--- src/pmc_pkg.sv ---
// constants and types shared by the port configuration logic
package pmc_pkg;
    localparam int NPORT = 7;
    localparam int PW = 8;
    localparam int PORT_A = 0;
    localparam int PORT_B = 1;
    localparam int PORT_C = 2;
    localparam int PORT_D = 3;
    localparam int PORT_E = 4;
    localparam int PORT_F = 5;
    localparam int PORT_G = 6;

    // register index inside a port slot
    localparam logic [2:0] REG_DATA_IN = 3'h0;
    localparam logic [2:0] REG_DATA_OUT = 3'h1;
    localparam logic [2:0] REG_DIRECTION = 3'h2;
    localparam logic [2:0] REG_DRIVE_SELECT = 3'h3;
    localparam logic [2:0] REG_MODE_SELECT = 3'h4;
    // offset field positions: offset = port * 8 + register index
    localparam int OFS_REG_LSB = 0;
    localparam int OFS_PORT_LSB = 3;
    localparam int OFS_TOP_LSB = 6;
    localparam logic [1:0] OFS_TOP_ZERO = 2'h0;

    localparam logic [7:0] CFG_RESET = 8'h00;
    localparam logic [7:0] MASK_FULL = 8'hff;
    localparam logic [7:0] MASK_NIBBLE = 8'h0f;
    localparam logic [7:0] MASK_NONE = 8'h00;
    localparam logic [7:0] LOW_NIBBLE = 8'h0f;

    // per-port feature maps, bit n = port n (A = bit 0)
    localparam logic [NPORT-1:0] HAS_MODE = 7'h70;
    localparam logic [NPORT-1:0] OPEN_DRAIN_PORTS = 7'h5b;
    localparam logic [NPORT-1:0] SLEW_PORTS = 7'h24;
    localparam logic [NPORT-1:0] ADDR_IN_PORTS = 7'h2f;

    typedef struct packed {
        logic [PW-1:0] data_out;
        logic [PW-1:0] direction;
        logic [PW-1:0] drive_select;
        logic [PW-1:0] mode_select;
    } pmc_cfg_t;

    typedef struct packed {
        logic [7:0] rdata;
        logic [15:0] addr_latch;
        logic [NPORT-1:0][PW-1:0] high_addr;
        logic [NPORT-1:0][PW-1:0] pld_pins;
        logic [15:0] data_lines;
    } pmc_top_state_t;
endpackage : pmc_pkg

--- src/pmc_cfg_if.sv ---
// carrier between the register bank and the pin driver of one port
`timescale 1ns/1ps
interface pmc_cfg_if;
    import pmc_pkg::*;
    logic wr;
    logic [2:0] sel;
    logic [7:0] wdata;
    pmc_cfg_t cfg;
    modport regs (input wr, input sel, input wdata, output cfg);
    modport pins (input cfg);
endinterface : pmc_cfg_if

--- src/pmc_pin_drv.sv ---
// pin output selection and drive style for one port
`timescale 1ns/1ps
module pmc_pin_drv #(
    parameter logic OPEN_DRAIN_OK = 1'b0,
    parameter logic SLEW_OK = 1'b0
) (
    pmc_cfg_if.pins bus,
    input wire logic [7:0] pld_sel_in,
    input wire logic [7:0] pld_val_in,
    input wire logic [7:0] pld_oe_in,
    input wire logic [7:0] alt_en_in,
    input wire logic [7:0] alt_val_in,
    input wire logic [7:0] force_en_in,
    input wire logic [7:0] force_oe_in,
    input wire logic [7:0] force_val_in,
    output logic [7:0] pin_out,
    output logic [7:0] pin_oe_n_out,
    output logic [7:0] fast_slew_out
);
    import pmc_pkg::*;

    logic [7:0] gp_en;
    logic [7:0] gp_val;
    logic [7:0] drive;
    logic [7:0] value;
    logic [7:0] od;

    always_comb begin
        // data register reaches the pin on direction or logic enable
        gp_en = (pld_sel_in & pld_oe_in) | (~pld_sel_in & (bus.cfg.direction | pld_oe_in));
        gp_val = (pld_sel_in & pld_val_in) | (~pld_sel_in & bus.cfg.data_out);
        drive = (force_en_in & force_oe_in) | (~force_en_in & (alt_en_in | gp_en));
        value = (force_en_in & force_val_in)
            | (~force_en_in & alt_en_in & alt_val_in)
            | (~force_en_in & ~alt_en_in & gp_val);
        od = OPEN_DRAIN_OK ? (bus.cfg.drive_select & ~force_en_in) : MASK_NONE;
        pin_out = value & ~od;
        pin_oe_n_out = ~(drive & (~od | ~value));
        fast_slew_out = SLEW_OK ? bus.cfg.drive_select : MASK_NONE;
    end
endmodule : pmc_pin_drv

--- src/pmc_port_regs.sv ---
// configuration and output data registers of one port
`timescale 1ns/1ps
module pmc_port_regs #(
    parameter logic [7:0] MASK = 8'hff,
    parameter logic HAS_MODE_REG = 1'b0
) (
    input wire logic sys_clk_in,
    input wire logic rst_in,
    pmc_cfg_if.regs bus
);
    import pmc_pkg::*;

    pmc_cfg_t state_r;
    pmc_cfg_t state_nxt;

    always_comb begin
        state_nxt = state_r;
        if (bus.wr) begin
            case (bus.sel)
                REG_DATA_OUT: state_nxt.data_out = bus.wdata & MASK;
                REG_DIRECTION: state_nxt.direction = bus.wdata & MASK;
                REG_DRIVE_SELECT: state_nxt.drive_select = bus.wdata & MASK;
                REG_MODE_SELECT: begin
                    state_nxt.mode_select = HAS_MODE_REG ? bus.wdata : CFG_RESET;
                end
                default: state_nxt = state_r;
            endcase
        end
    end

    // power-up clear, write visible from the following edge
    always_ff @(posedge sys_clk_in or posedge rst_in) begin
        if (rst_in) begin
            state_r <= {4{CFG_RESET}};
        end else begin
            state_r <= state_nxt;
        end
    end

    assign bus.cfg = state_r;
endmodule : pmc_port_regs

--- src/pmc_port_top.sv ---
// seven-port pin configuration logic with host register access
`timescale 1ns/1ps
module pmc_port_top (
    input wire logic sys_clk_in,
    input wire logic rst_in,
    // host register access in the io_register_space
    input wire logic io_register_space_in,
    input wire logic host_rd_in,
    input wire logic host_wr_in,
    input wire logic [7:0] host_addr_in,
    input wire logic [7:0] host_wdata_in,
    output logic [7:0] host_rdata_out,
    // multiplexed address/data and strobe for latched address
    input wire logic [15:0] host_ad_in,
    input wire logic address_latch_strobe_in,
    // non-multiplexed data port on f and g
    input wire logic host_data_drive_in,
    input wire logic [15:0] host_data_wr_in,
    output logic [15:0] host_data_lines_out,
    // fixed device configuration
    input wire logic cfg_narrow_addr_in,
    input wire logic cfg_data_port_in,
    input wire logic cfg_reset_mode_in,
    input wire logic [15:0] cfg_reset_pattern_in,
    input wire logic [pmc_pkg::NPORT-1:0][7:0] cfg_pld_out_sel_in,
    // logic array outputs and enables
    input wire logic [pmc_pkg::NPORT-1:0][7:0] pld_val_in,
    input wire logic [pmc_pkg::NPORT-1:0][7:0] pld_oe_in,
    output logic [pmc_pkg::NPORT-1:0][7:0] pld_pins_out,
    output logic [pmc_pkg::NPORT-1:0][7:0] high_addr_out,
    // jtag use of port e
    input wire logic [7:0] jtag_sel_in,
    input wire logic [7:0] jtag_val_in,
    input wire logic [7:0] jtag_oe_in,
    output logic [7:0] jtag_pins_out,
    // port pins
    input wire logic [pmc_pkg::NPORT-1:0][7:0] pin_in,
    output logic [pmc_pkg::NPORT-1:0][7:0] pin_out,
    output logic [pmc_pkg::NPORT-1:0][7:0] pin_oe_n_out,
    output logic [pmc_pkg::NPORT-1:0][7:0] pin_fast_slew_out
);
    import pmc_pkg::*;

    pmc_top_state_t state_r;
    pmc_top_state_t state_nxt;

    pmc_cfg_t cfg_a [NPORT];
    logic [NPORT-1:0][7:0] alt_en;
    logic [NPORT-1:0][7:0] alt_val;
    logic [NPORT-1:0][7:0] force_en;
    logic [NPORT-1:0][7:0] force_oe;
    logic [NPORT-1:0][7:0] force_val;
    logic [NPORT-1:0][7:0] pld_sel;
    logic [NPORT-1:0][7:0] pld_oe_m;

    logic [2:0] reg_idx;
    logic [2:0] port_idx;
    logic addr_ok;
    logic wr_hit;
    logic rd_hit;
    logic bus_cycle;
    logic pattern_on;
    logic data_port_on;
    logic [7:0] addr_low;
    logic [7:0] addr_high;
    logic [7:0] addr_valid_ef;

    // register decode
    always_comb begin
        reg_idx = host_addr_in[OFS_REG_LSB +: 3];
        port_idx = host_addr_in[OFS_PORT_LSB +: 3];
        addr_ok = (host_addr_in[OFS_TOP_LSB +: 2] == OFS_TOP_ZERO)
            && (port_idx < 3'(NPORT))
            && (reg_idx <= REG_MODE_SELECT);
        wr_hit = io_register_space_in && host_wr_in && addr_ok;
        rd_hit = io_register_space_in && host_rd_in;
        bus_cycle = host_rd_in || host_wr_in;
    end

    // reset pattern only while reset holds and the bus is idle
    always_comb begin
        pattern_on = cfg_reset_mode_in && rst_in && !bus_cycle;
        data_port_on = cfg_data_port_in && !pattern_on;
    end

    // latched address sources
    always_comb begin
        addr_low = state_r.addr_latch[7:0];
        addr_high = state_r.addr_latch[15:8];
        addr_valid_ef = cfg_narrow_addr_in ? ~LOW_NIBBLE : MASK_FULL;
    end

    // logic outputs only on a, b, c; port d upper pins never drive
    always_comb begin
        for (int p = 0; p < NPORT; p++) begin
            pld_sel[p] = MASK_NONE;
            pld_oe_m[p] = pld_oe_in[p];
            if (p <= PORT_C) begin
                pld_sel[p] = cfg_pld_out_sel_in[p];
            end
            if (p == PORT_D) begin
                pld_oe_m[p] = pld_oe_in[p] & MASK_NIBBLE;
            end
        end
    end

    // per-port override and alternate sources
    always_comb begin
        for (int p = 0; p < NPORT; p++) begin
            alt_en[p] = MASK_NONE;
            alt_val[p] = MASK_NONE;
            force_en[p] = MASK_NONE;
            force_oe[p] = MASK_NONE;
            force_val[p] = MASK_NONE;
            if (HAS_MODE[p]) begin
                // address needs mode plus direction or logic enable
                alt_en[p] = cfg_a[p].mode_select
                    & (cfg_a[p].direction | pld_oe_in[p]);
                alt_val[p] = (p == PORT_G) ? addr_high : addr_low;
                if (p != PORT_G) begin
                    alt_en[p] = alt_en[p] & addr_valid_ef;
                end
            end
        end
        // jtag takes port e pins away from general use
        force_en[PORT_E] = jtag_sel_in;
        force_oe[PORT_E] = jtag_oe_in & jtag_sel_in;
        force_val[PORT_E] = jtag_val_in;
        if (pattern_on) begin
            force_en[PORT_F] = MASK_FULL;
            force_en[PORT_G] = MASK_FULL;
            force_oe[PORT_F] = MASK_FULL;
            force_oe[PORT_G] = MASK_FULL;
            force_val[PORT_F] = cfg_reset_pattern_in[7:0];
            force_val[PORT_G] = cfg_reset_pattern_in[15:8];
        end else if (data_port_on) begin
            force_en[PORT_F] = MASK_FULL;
            force_en[PORT_G] = MASK_FULL;
            force_oe[PORT_F] = {8{host_data_drive_in}};
            force_oe[PORT_G] = {8{host_data_drive_in}};
            force_val[PORT_F] = host_data_wr_in[7:0];
            force_val[PORT_G] = host_data_wr_in[15:8];
        end
    end

    // register banks and pin drivers, one per port
    for (genvar g = 0; g < NPORT; g++) begin : g_port
        pmc_cfg_if cfg_bus ();

        assign cfg_bus.wr = wr_hit && (port_idx == 3'(g));
        assign cfg_bus.sel = reg_idx;
        assign cfg_bus.wdata = host_wdata_in;
        assign cfg_a[g] = cfg_bus.cfg;

        pmc_port_regs #(
            .MASK((g == PORT_D) ? MASK_NIBBLE : MASK_FULL),
            .HAS_MODE_REG(HAS_MODE[g])
        ) u_regs (
            .sys_clk_in(sys_clk_in),
            .rst_in(rst_in),
            .bus(cfg_bus.regs)
        );

        // each register bit steers only its own pin
        pmc_pin_drv #(
            .OPEN_DRAIN_OK(OPEN_DRAIN_PORTS[g]),
            .SLEW_OK(SLEW_PORTS[g])
        ) u_drv (
            .bus(cfg_bus.pins),
            .pld_sel_in(pld_sel[g]),
            .pld_val_in(pld_val_in[g]),
            .pld_oe_in(pld_oe_m[g]),
            .alt_en_in(alt_en[g]),
            .alt_val_in(alt_val[g]),
            .force_en_in(force_en[g]),
            .force_oe_in(force_oe[g]),
            .force_val_in(force_val[g]),
            .pin_out(pin_out[g]),
            .pin_oe_n_out(pin_oe_n_out[g]),
            .fast_slew_out(pin_fast_slew_out[g])
        );
    end

    // state update: read data, address latches, pin samples
    always_comb begin
        state_nxt = state_r;
        if (rd_hit) begin
            state_nxt.rdata = 8'h00;
            if (addr_ok) begin
                for (int p = 0; p < NPORT; p++) begin
                    if (port_idx == 3'(p)) begin
                        case (reg_idx)
                            REG_DATA_IN: state_nxt.rdata = pin_in[p];
                            REG_DATA_OUT: state_nxt.rdata = cfg_a[p].data_out;
                            REG_DIRECTION: state_nxt.rdata = cfg_a[p].direction;
                            REG_DRIVE_SELECT: state_nxt.rdata = cfg_a[p].drive_select;
                            REG_MODE_SELECT: state_nxt.rdata = cfg_a[p].mode_select;
                            default: state_nxt.rdata = 8'h00;
                        endcase
                    end
                end
            end
        end
        if (address_latch_strobe_in) begin
            state_nxt.addr_latch = host_ad_in;
        end
        for (int p = 0; p < NPORT; p++) begin
            state_nxt.pld_pins[p] = pin_in[p];
            if (address_latch_strobe_in && ADDR_IN_PORTS[p]) begin
                state_nxt.high_addr[p] = pin_in[p];
            end
        end
        if (cfg_data_port_in) begin
            state_nxt.data_lines = {pin_in[PORT_G], pin_in[PORT_F]};
        end
    end

    always_ff @(posedge sys_clk_in or posedge rst_in) begin
        if (rst_in) begin
            state_r <= '0;
        end else begin
            state_r <= state_nxt;
        end
    end

    assign host_rdata_out = state_r.rdata;
    assign pld_pins_out = state_r.pld_pins;
    assign high_addr_out = state_r.high_addr;
    assign host_data_lines_out = state_r.data_lines;
    assign jtag_pins_out = pin_in[PORT_E] & jtag_sel_in;
endmodule : pmc_port_top

--- config.mk ---
export PLATFORM = sky130hd
export DESIGN_NAME = pmc_port_top
export DESIGN_NICKNAME = d
export VERILOG_FILES = /design/src/pmc_pkg.sv /design/src/pmc_cfg_if.sv /design/src/pmc_pin_drv.sv /design/src/pmc_port_regs.sv /design/src/pmc_port_top.sv
export SDC_FILE = /design/constraint.sdc
export NUM_CORES = 1
export LEC_CHECK = 0
export ABC_AREA = 1
export ABC_CLOCK_PERIOD_IN_PS = 18100
export BUFFER_PORTS_ARGS = -buffer_cell sky130_fd_sc_hd__buf_2
export CAP_MARGIN = 20
export CORE_AREA = 2 2 249 251
export DETAILED_ROUTE_END_ITERATION = 6
export DIE_AREA = 0 0 251 253
export PLACE_DENSITY = 0.49
export RECOVER_POWER = 100
export SETUP_SLACK_MARGIN = 0.1
export SYNTH_ARGS = -nofsm -noshare
export SYNTH_HDL_FRONTEND = slang
export SYNTH_SLANG_ARGS = --single-unit
--- constraint.sdc ---
create_clock -name sys_clk_in -period 18.1 [get_ports sys_clk_in]
set_input_delay 0.905 -clock sys_clk_in [delete_from_list [all_inputs] [get_ports sys_clk_in]]
set_output_delay 0.905 -clock sys_clk_in [all_outputs]
set_load 0.02 [all_outputs]
# Word level (Yosys, flattened, before mapping)

Index checks and enable logic that the tools add are counted.
Widths: inputs -> output; s select.

Register bits after elaboration: 316
Logic and storage cells: 226
Input port bits: 322

Equal/unequal tests: 10
Mux-type cells: 22
Bitwise operators: 108
Order comparisons: 2
Reductions and logical operators: 45

Operators with widths:

| kind               | number |
|---|---|
| $and 8x8->8        | 51 |
| $or 8x8->8         | 29 |
| $not 8->8          | 24 |
| $pmux 8 s4         | 4 |
| $pmux 8 s5         | 3 |
| $mux 16            | 6 |
| $mux 8             | 8 |
| $reduce_and 2->1   | 24 |
| $not 4->8          | 2 |
| $logic_and 1x1->1  | 15 |
| $eq 3x2->1 const B | 4 |
| $eq 3x3->1 const B | 4 |
| $and 4x8->8        | 1 |
| $eq 3x1->1 const B | 2 |
| $logic_not 3->1    | 2 |
| $mux 4             | 1 |
| $or 4x4->4         | 1 |
| $le 3x3->1 const B | 1 |
| $lt 3x3->1 const B | 1 |
| $logic_not 1->1    | 2 |
| $logic_not 2->1    | 1 |
| $logic_or 1x1->1   | 1 |

# Logic depth before layout (Yosys ltp)

Word-level depth: 16
Mapped depth: 17
Gate-level depth less buffers: 15

# Cells and area by module

A second synthesis with hierarchy kept.

Cell total of the unflattened synthesis: 3146
Area, all modules: 21016.4 µm²

Modules (own cells, without submodules):

| module                                | cells each | sequential area each (µm²) | area each (µm²) | times used |
|---|---|---|---|---|
| pmc_port_top                          | 963        | 3403.3                     | 7548.5          | 1 |
| pmc_pin_drv at g_port[0].u_drv ...    | 201        | 0.0                        | 854.6           | 5 |
| pmc_port_regs at g_port[4].u_regs ... | 145        | 800.8                      | 1326.3          | 3 |
| pmc_port_regs at g_port[0].u_regs ... | 119        | 600.6                      | 1072.3          | 3 |
| pmc_pin_drv at g_port[2].u_drv ...    | 152        | 0.0                        | 660.6           | 2 |
| pmc_port_regs at g_port[3].u_regs     | 82         | 300.3                      | 678.2           | 1 |

# Worst setup path after synthesis

Ideal clock, no wire load.

Path type: input port to output port
Start: in cfg_data_port_in
End: out pin_out[50] in the netlist's numbering
Data arrival time: 2.236 ns
Required time: 17.195 ns
Path buffers: 2
Setup slack: 14.959 ns
Cell stages on the path: 6
Path through: clkbuf_1 -> inv_1 -> clkbuf_1 -> o21ai_0 -> o21ai_0 -> a21boi_0

RTL lines:

| element         | line               | RTL |
|---|---|---|
| start, declared | pmc_port_top.sv:22 | `input wire logic cfg_data_port_in,` |
| end, declared   | pmc_port_top.sv:38 | `output logic [pmc_pkg::NPORT-1:0][7:0] pin_out,` |

==> key figures <==
Outcome
  – Status: finished, violations left
  – Failing checks: max-capacitance violations, max-slew violations

Logic synthesis
  – Synth cell types: just over 40
  – FFs w/ async S/R, synth: 100%
  – Top_reg_cell synth: dfrtp_1
  – Yosys top cell by area: dfrtp_1
  – Synth warnings: 0
  – #FFs+latches synth: 316
  – Synth top cells by count: nand2_1 (577), dfrtp_1 (316), o21ai_0 (237)
  – Top cells by area, synth: dfrtp_1 (50%), nand2_1 (14%), o21ai_0 (7.5%)
  – Mapped cell area: 15700 sq um
  – Sequential element share of the synthesized area: 50.3%
  – Mapped Cells: 1909
  – Most frequent cell after synthesis: nand2_1
  – Syn Area/Cell: 8.24 sq um
  – Area fraction of the dominant cell type after synthesis: about 50%
  – Number of synthesized flops with an enable pin: 0

Clock network
  – H-tree depth: 2
  – Skew-Pair Late Insertion Delay: ~0.55 ns
  – CTS clk-pin slew, worst paths: around 0.060 ns
  – Deepest clock path buffer count: 3
  – Root buffer selected by CTS: clkbuf_16
  – Sink Count: roughly 320
  – TritonCTS clock tree: built
  – CTS hold repair buffers: 0
  – Post-CTS Setup Inserts: 0
  – TritonCTS Buffers: 39
  – Gates resized, CTS repair: 0

Critical path
  – Max FO, Critical Path: 119
  – Setup CP Type: in -> async
  – Crit path capture type: async pin
  – CP Data Required Time: approximately 19 ns
  – Critical path arrival: 7.97 ns
  – Startpoint types: input pin
  – Max incr delay on CP: 3.07 ns
  – Cell Chain, Critical Path: clkbuf_1 > clkinvlp_2 > clkbuf_1 > buf_4
  – Crit path top cell by count: clkbuf_1
  – R2R setup slack: 16.01 ns
  – Critical path's slowest cell: clkinvlp_2
  – Crit-path leading delay family: buffers and inverters
  – Buffers plus inverters on the worst setup path: 4

Place
  – I/O Buffers: 501
  – Detail Placement HPWL: 48800 um
  – Pre-CTS worst setup slack: approximately 14 ns
  – Dpl cells: 3123
  – Gp weighted congestion: 0.872

STA
  – RSZ-0062 raised after global routing: no
  – Max Transition Viols Final: 324
  – Fin crit period: ~7.4 ns
  – Hold Fails Final Rpt: 0
  – Setup ws final: between 10 and 15 ns
  – Setup TNS: 0 ns
  – Top achievable clock speed: 135 MHz
  – Tcrit/Tclk final: 41.0%
  – Slew HR: -278%
  – Min Hold Slack: approximately 0.47 ns
  – Worst-margin pin slew: 5.64 ns
  – Clk_skew: 0.0132 ns
  – Final setup violation count: 0

Floorplanning
  – Placement Rows: 91
  – Die X: 251 um
  – Placeable Area: just over 60000 sq um
  – I/O pin count: 634
  – Starting density of the core: 25.8%
  – Die ar.: 63500 sq um
  – Die H: between 200 and 300 um

Pwr
  – Leak: 0.00895 uW
  – PD cells: between 90 and 100 nW/um^2
  – VDD IR-drop max: 0.0000552 V

Finish
  – # fillers: 6689
  – P&R area growth vs syn: 23.4%
  – Reg area: 7910 sq um
  – Fin cells: 3200
  – Fin nets: 2696
  – Area of the multi-input gates: 6280 sq um
  – Layout cells sized above 1: 14.3%

Routing
  – Drt pass-1 iters: 5
  – Initial DRC count: 967
  – Post-route ant nets: 0
  – Vias: roughly 15k
  – Drt total wl: 66200 um
  – Drt wl/cell: 20.7 um
  – DRC Markers: 0
  – DR vias/cell: around 4.6

Global route
  – Total GRT Usage: 20.4%
  – Total congestion overflow: 0
  – Via count of the first global-routing pass: 14.7k
  – Largest net degree at the start of global routing: 120
  – Initial antenna violation count: 5
  – First-pass GRT wire length: 95000 um

Run
  – MaxCap Viol Count: 4

Worst hold path
  – Hold Path Class: reg -> reg
-- worst paths after layout --
path,startpoint,end,cells after the start
min in group asynchronous,rst_in,addr_high[3]$_DFFE_PP0P_,2
setup reg to reg,g_port[1].u_regs.bus.cfg[14]$_DFFE_PP0P_,host_rdata_out[6]$_DFFE_PP0P_,8
hold reg to reg,host_data_lines_out[4]$_DFFE_PP0P_,host_data_lines_out[4]$_DFFE_PP0P_,2
hold / removal,host_data_lines_out[4]$_DFFE_PP0P_,host_data_lines_out[4]$_DFFE_PP0P_,2
max in group sys_clk_in,cfg_data_port_in,pin_out[50],9
setup / recovery,rst_in,g_port[1].u_regs.bus.cfg[13]$_DFFE_PP0P_,4
-- tightest hold or removal path: stages (launching register included) --
cell     delay [ns]
dfrtp_1        0.34
nand2_1        0.05
nand2_1        0.05
-- layer usage --
layer,routed length [um],vias to the layer above,GRT usage (%)
li1,-,7021,-
met1,27200,7016,25.1
met2,32500,575,35.1
met3,4280,103,4.26
met4,2300,2,7.81
met5,11,-,0
-- placed cells by master, fill, tap and decap left out, types with 6 or more instances in the layout --
master / n
clkbuf_16: 41
nor2_1: 115
buf_4: 16
buf_2: 198
a21oi_1: 43
nand3_1: 46
clkbuf_1: 320
o21ai_0: 273
o22ai_1: 29
nand4_1: 26
inv_2: 8
clkbuf_8: 13
dfrtp_1: 316
mux2i_1: 16
diode_2: 6
o211ai_1: 6
nor3_1: 10
mux2_2: 46
o2111ai_1: 6
a22oi_1: 10
inv_1: 161
conb_1: 64
nand2_1: 588
o21ai_1: 12
-- cells by family (layout without fill, tap and decap cells) --
logic type | Yosys count | count (layout) | share of synthesized area, %
other cells | 2 | 70 | 0.0477
buf+inv | 332 | 765 | 10.7
mux | 62 | 62 | 4.31
simple gates | 799 | 799 | 21.0
compound gates | 398 | 398 | 13.7
flops | 316 | 316 | 50.3
-- area by class of cell --
| class | instances | share of cell area (%) |
|---|---|---|
| Sequential cell | 316 | 40.7 |
| Timing Repair Buffer | 523 | 11.7 |
| Multi-Input combinational cell | 1323 | 32.4 |
| Tap cell | 790 | 5.09 |
| Inverter | 171 | 3.31 |
| Clock buffer | 65 | 6.42 |
| Antenna cell | 6 | 0.0773 |
| Clock inverter | 6 | 0.296 |
-- metrics by stage --
stage | total power [uW] | instance area, sq um | utilization (%)
after floorplan | 915 | 16000 | -
after global placement | 1020 | 18600 | 30.5
after detailed placement | 1030 | 18600 | 30.5
after CTS | 1840 | 19900 | 32.6
after global routing | 1870 | 19400 | 31.8
final | 1800 | 19400 | 31.8
-- flip-flops by register name (all words and copies together), names as in the netlist --
register               flops
addr_high                  8
addr_low                   8
g_port.u_regs.bus.cfg    180
high_addr_out             40
host_data_lines_out       16
host_rdata_out             8
pld_pins_out              56
-- power breakdown --
part / internal, uW / total (uW) / switching [uW] / leakage, uW
clock network: 482 / 798 / 316 / 0.000642
registers: 736 / 753 / 17.0 / 0.00412
logic: 66.1 / 245 / 179 / 0.00419
Power figures use the tool's default switching activity.
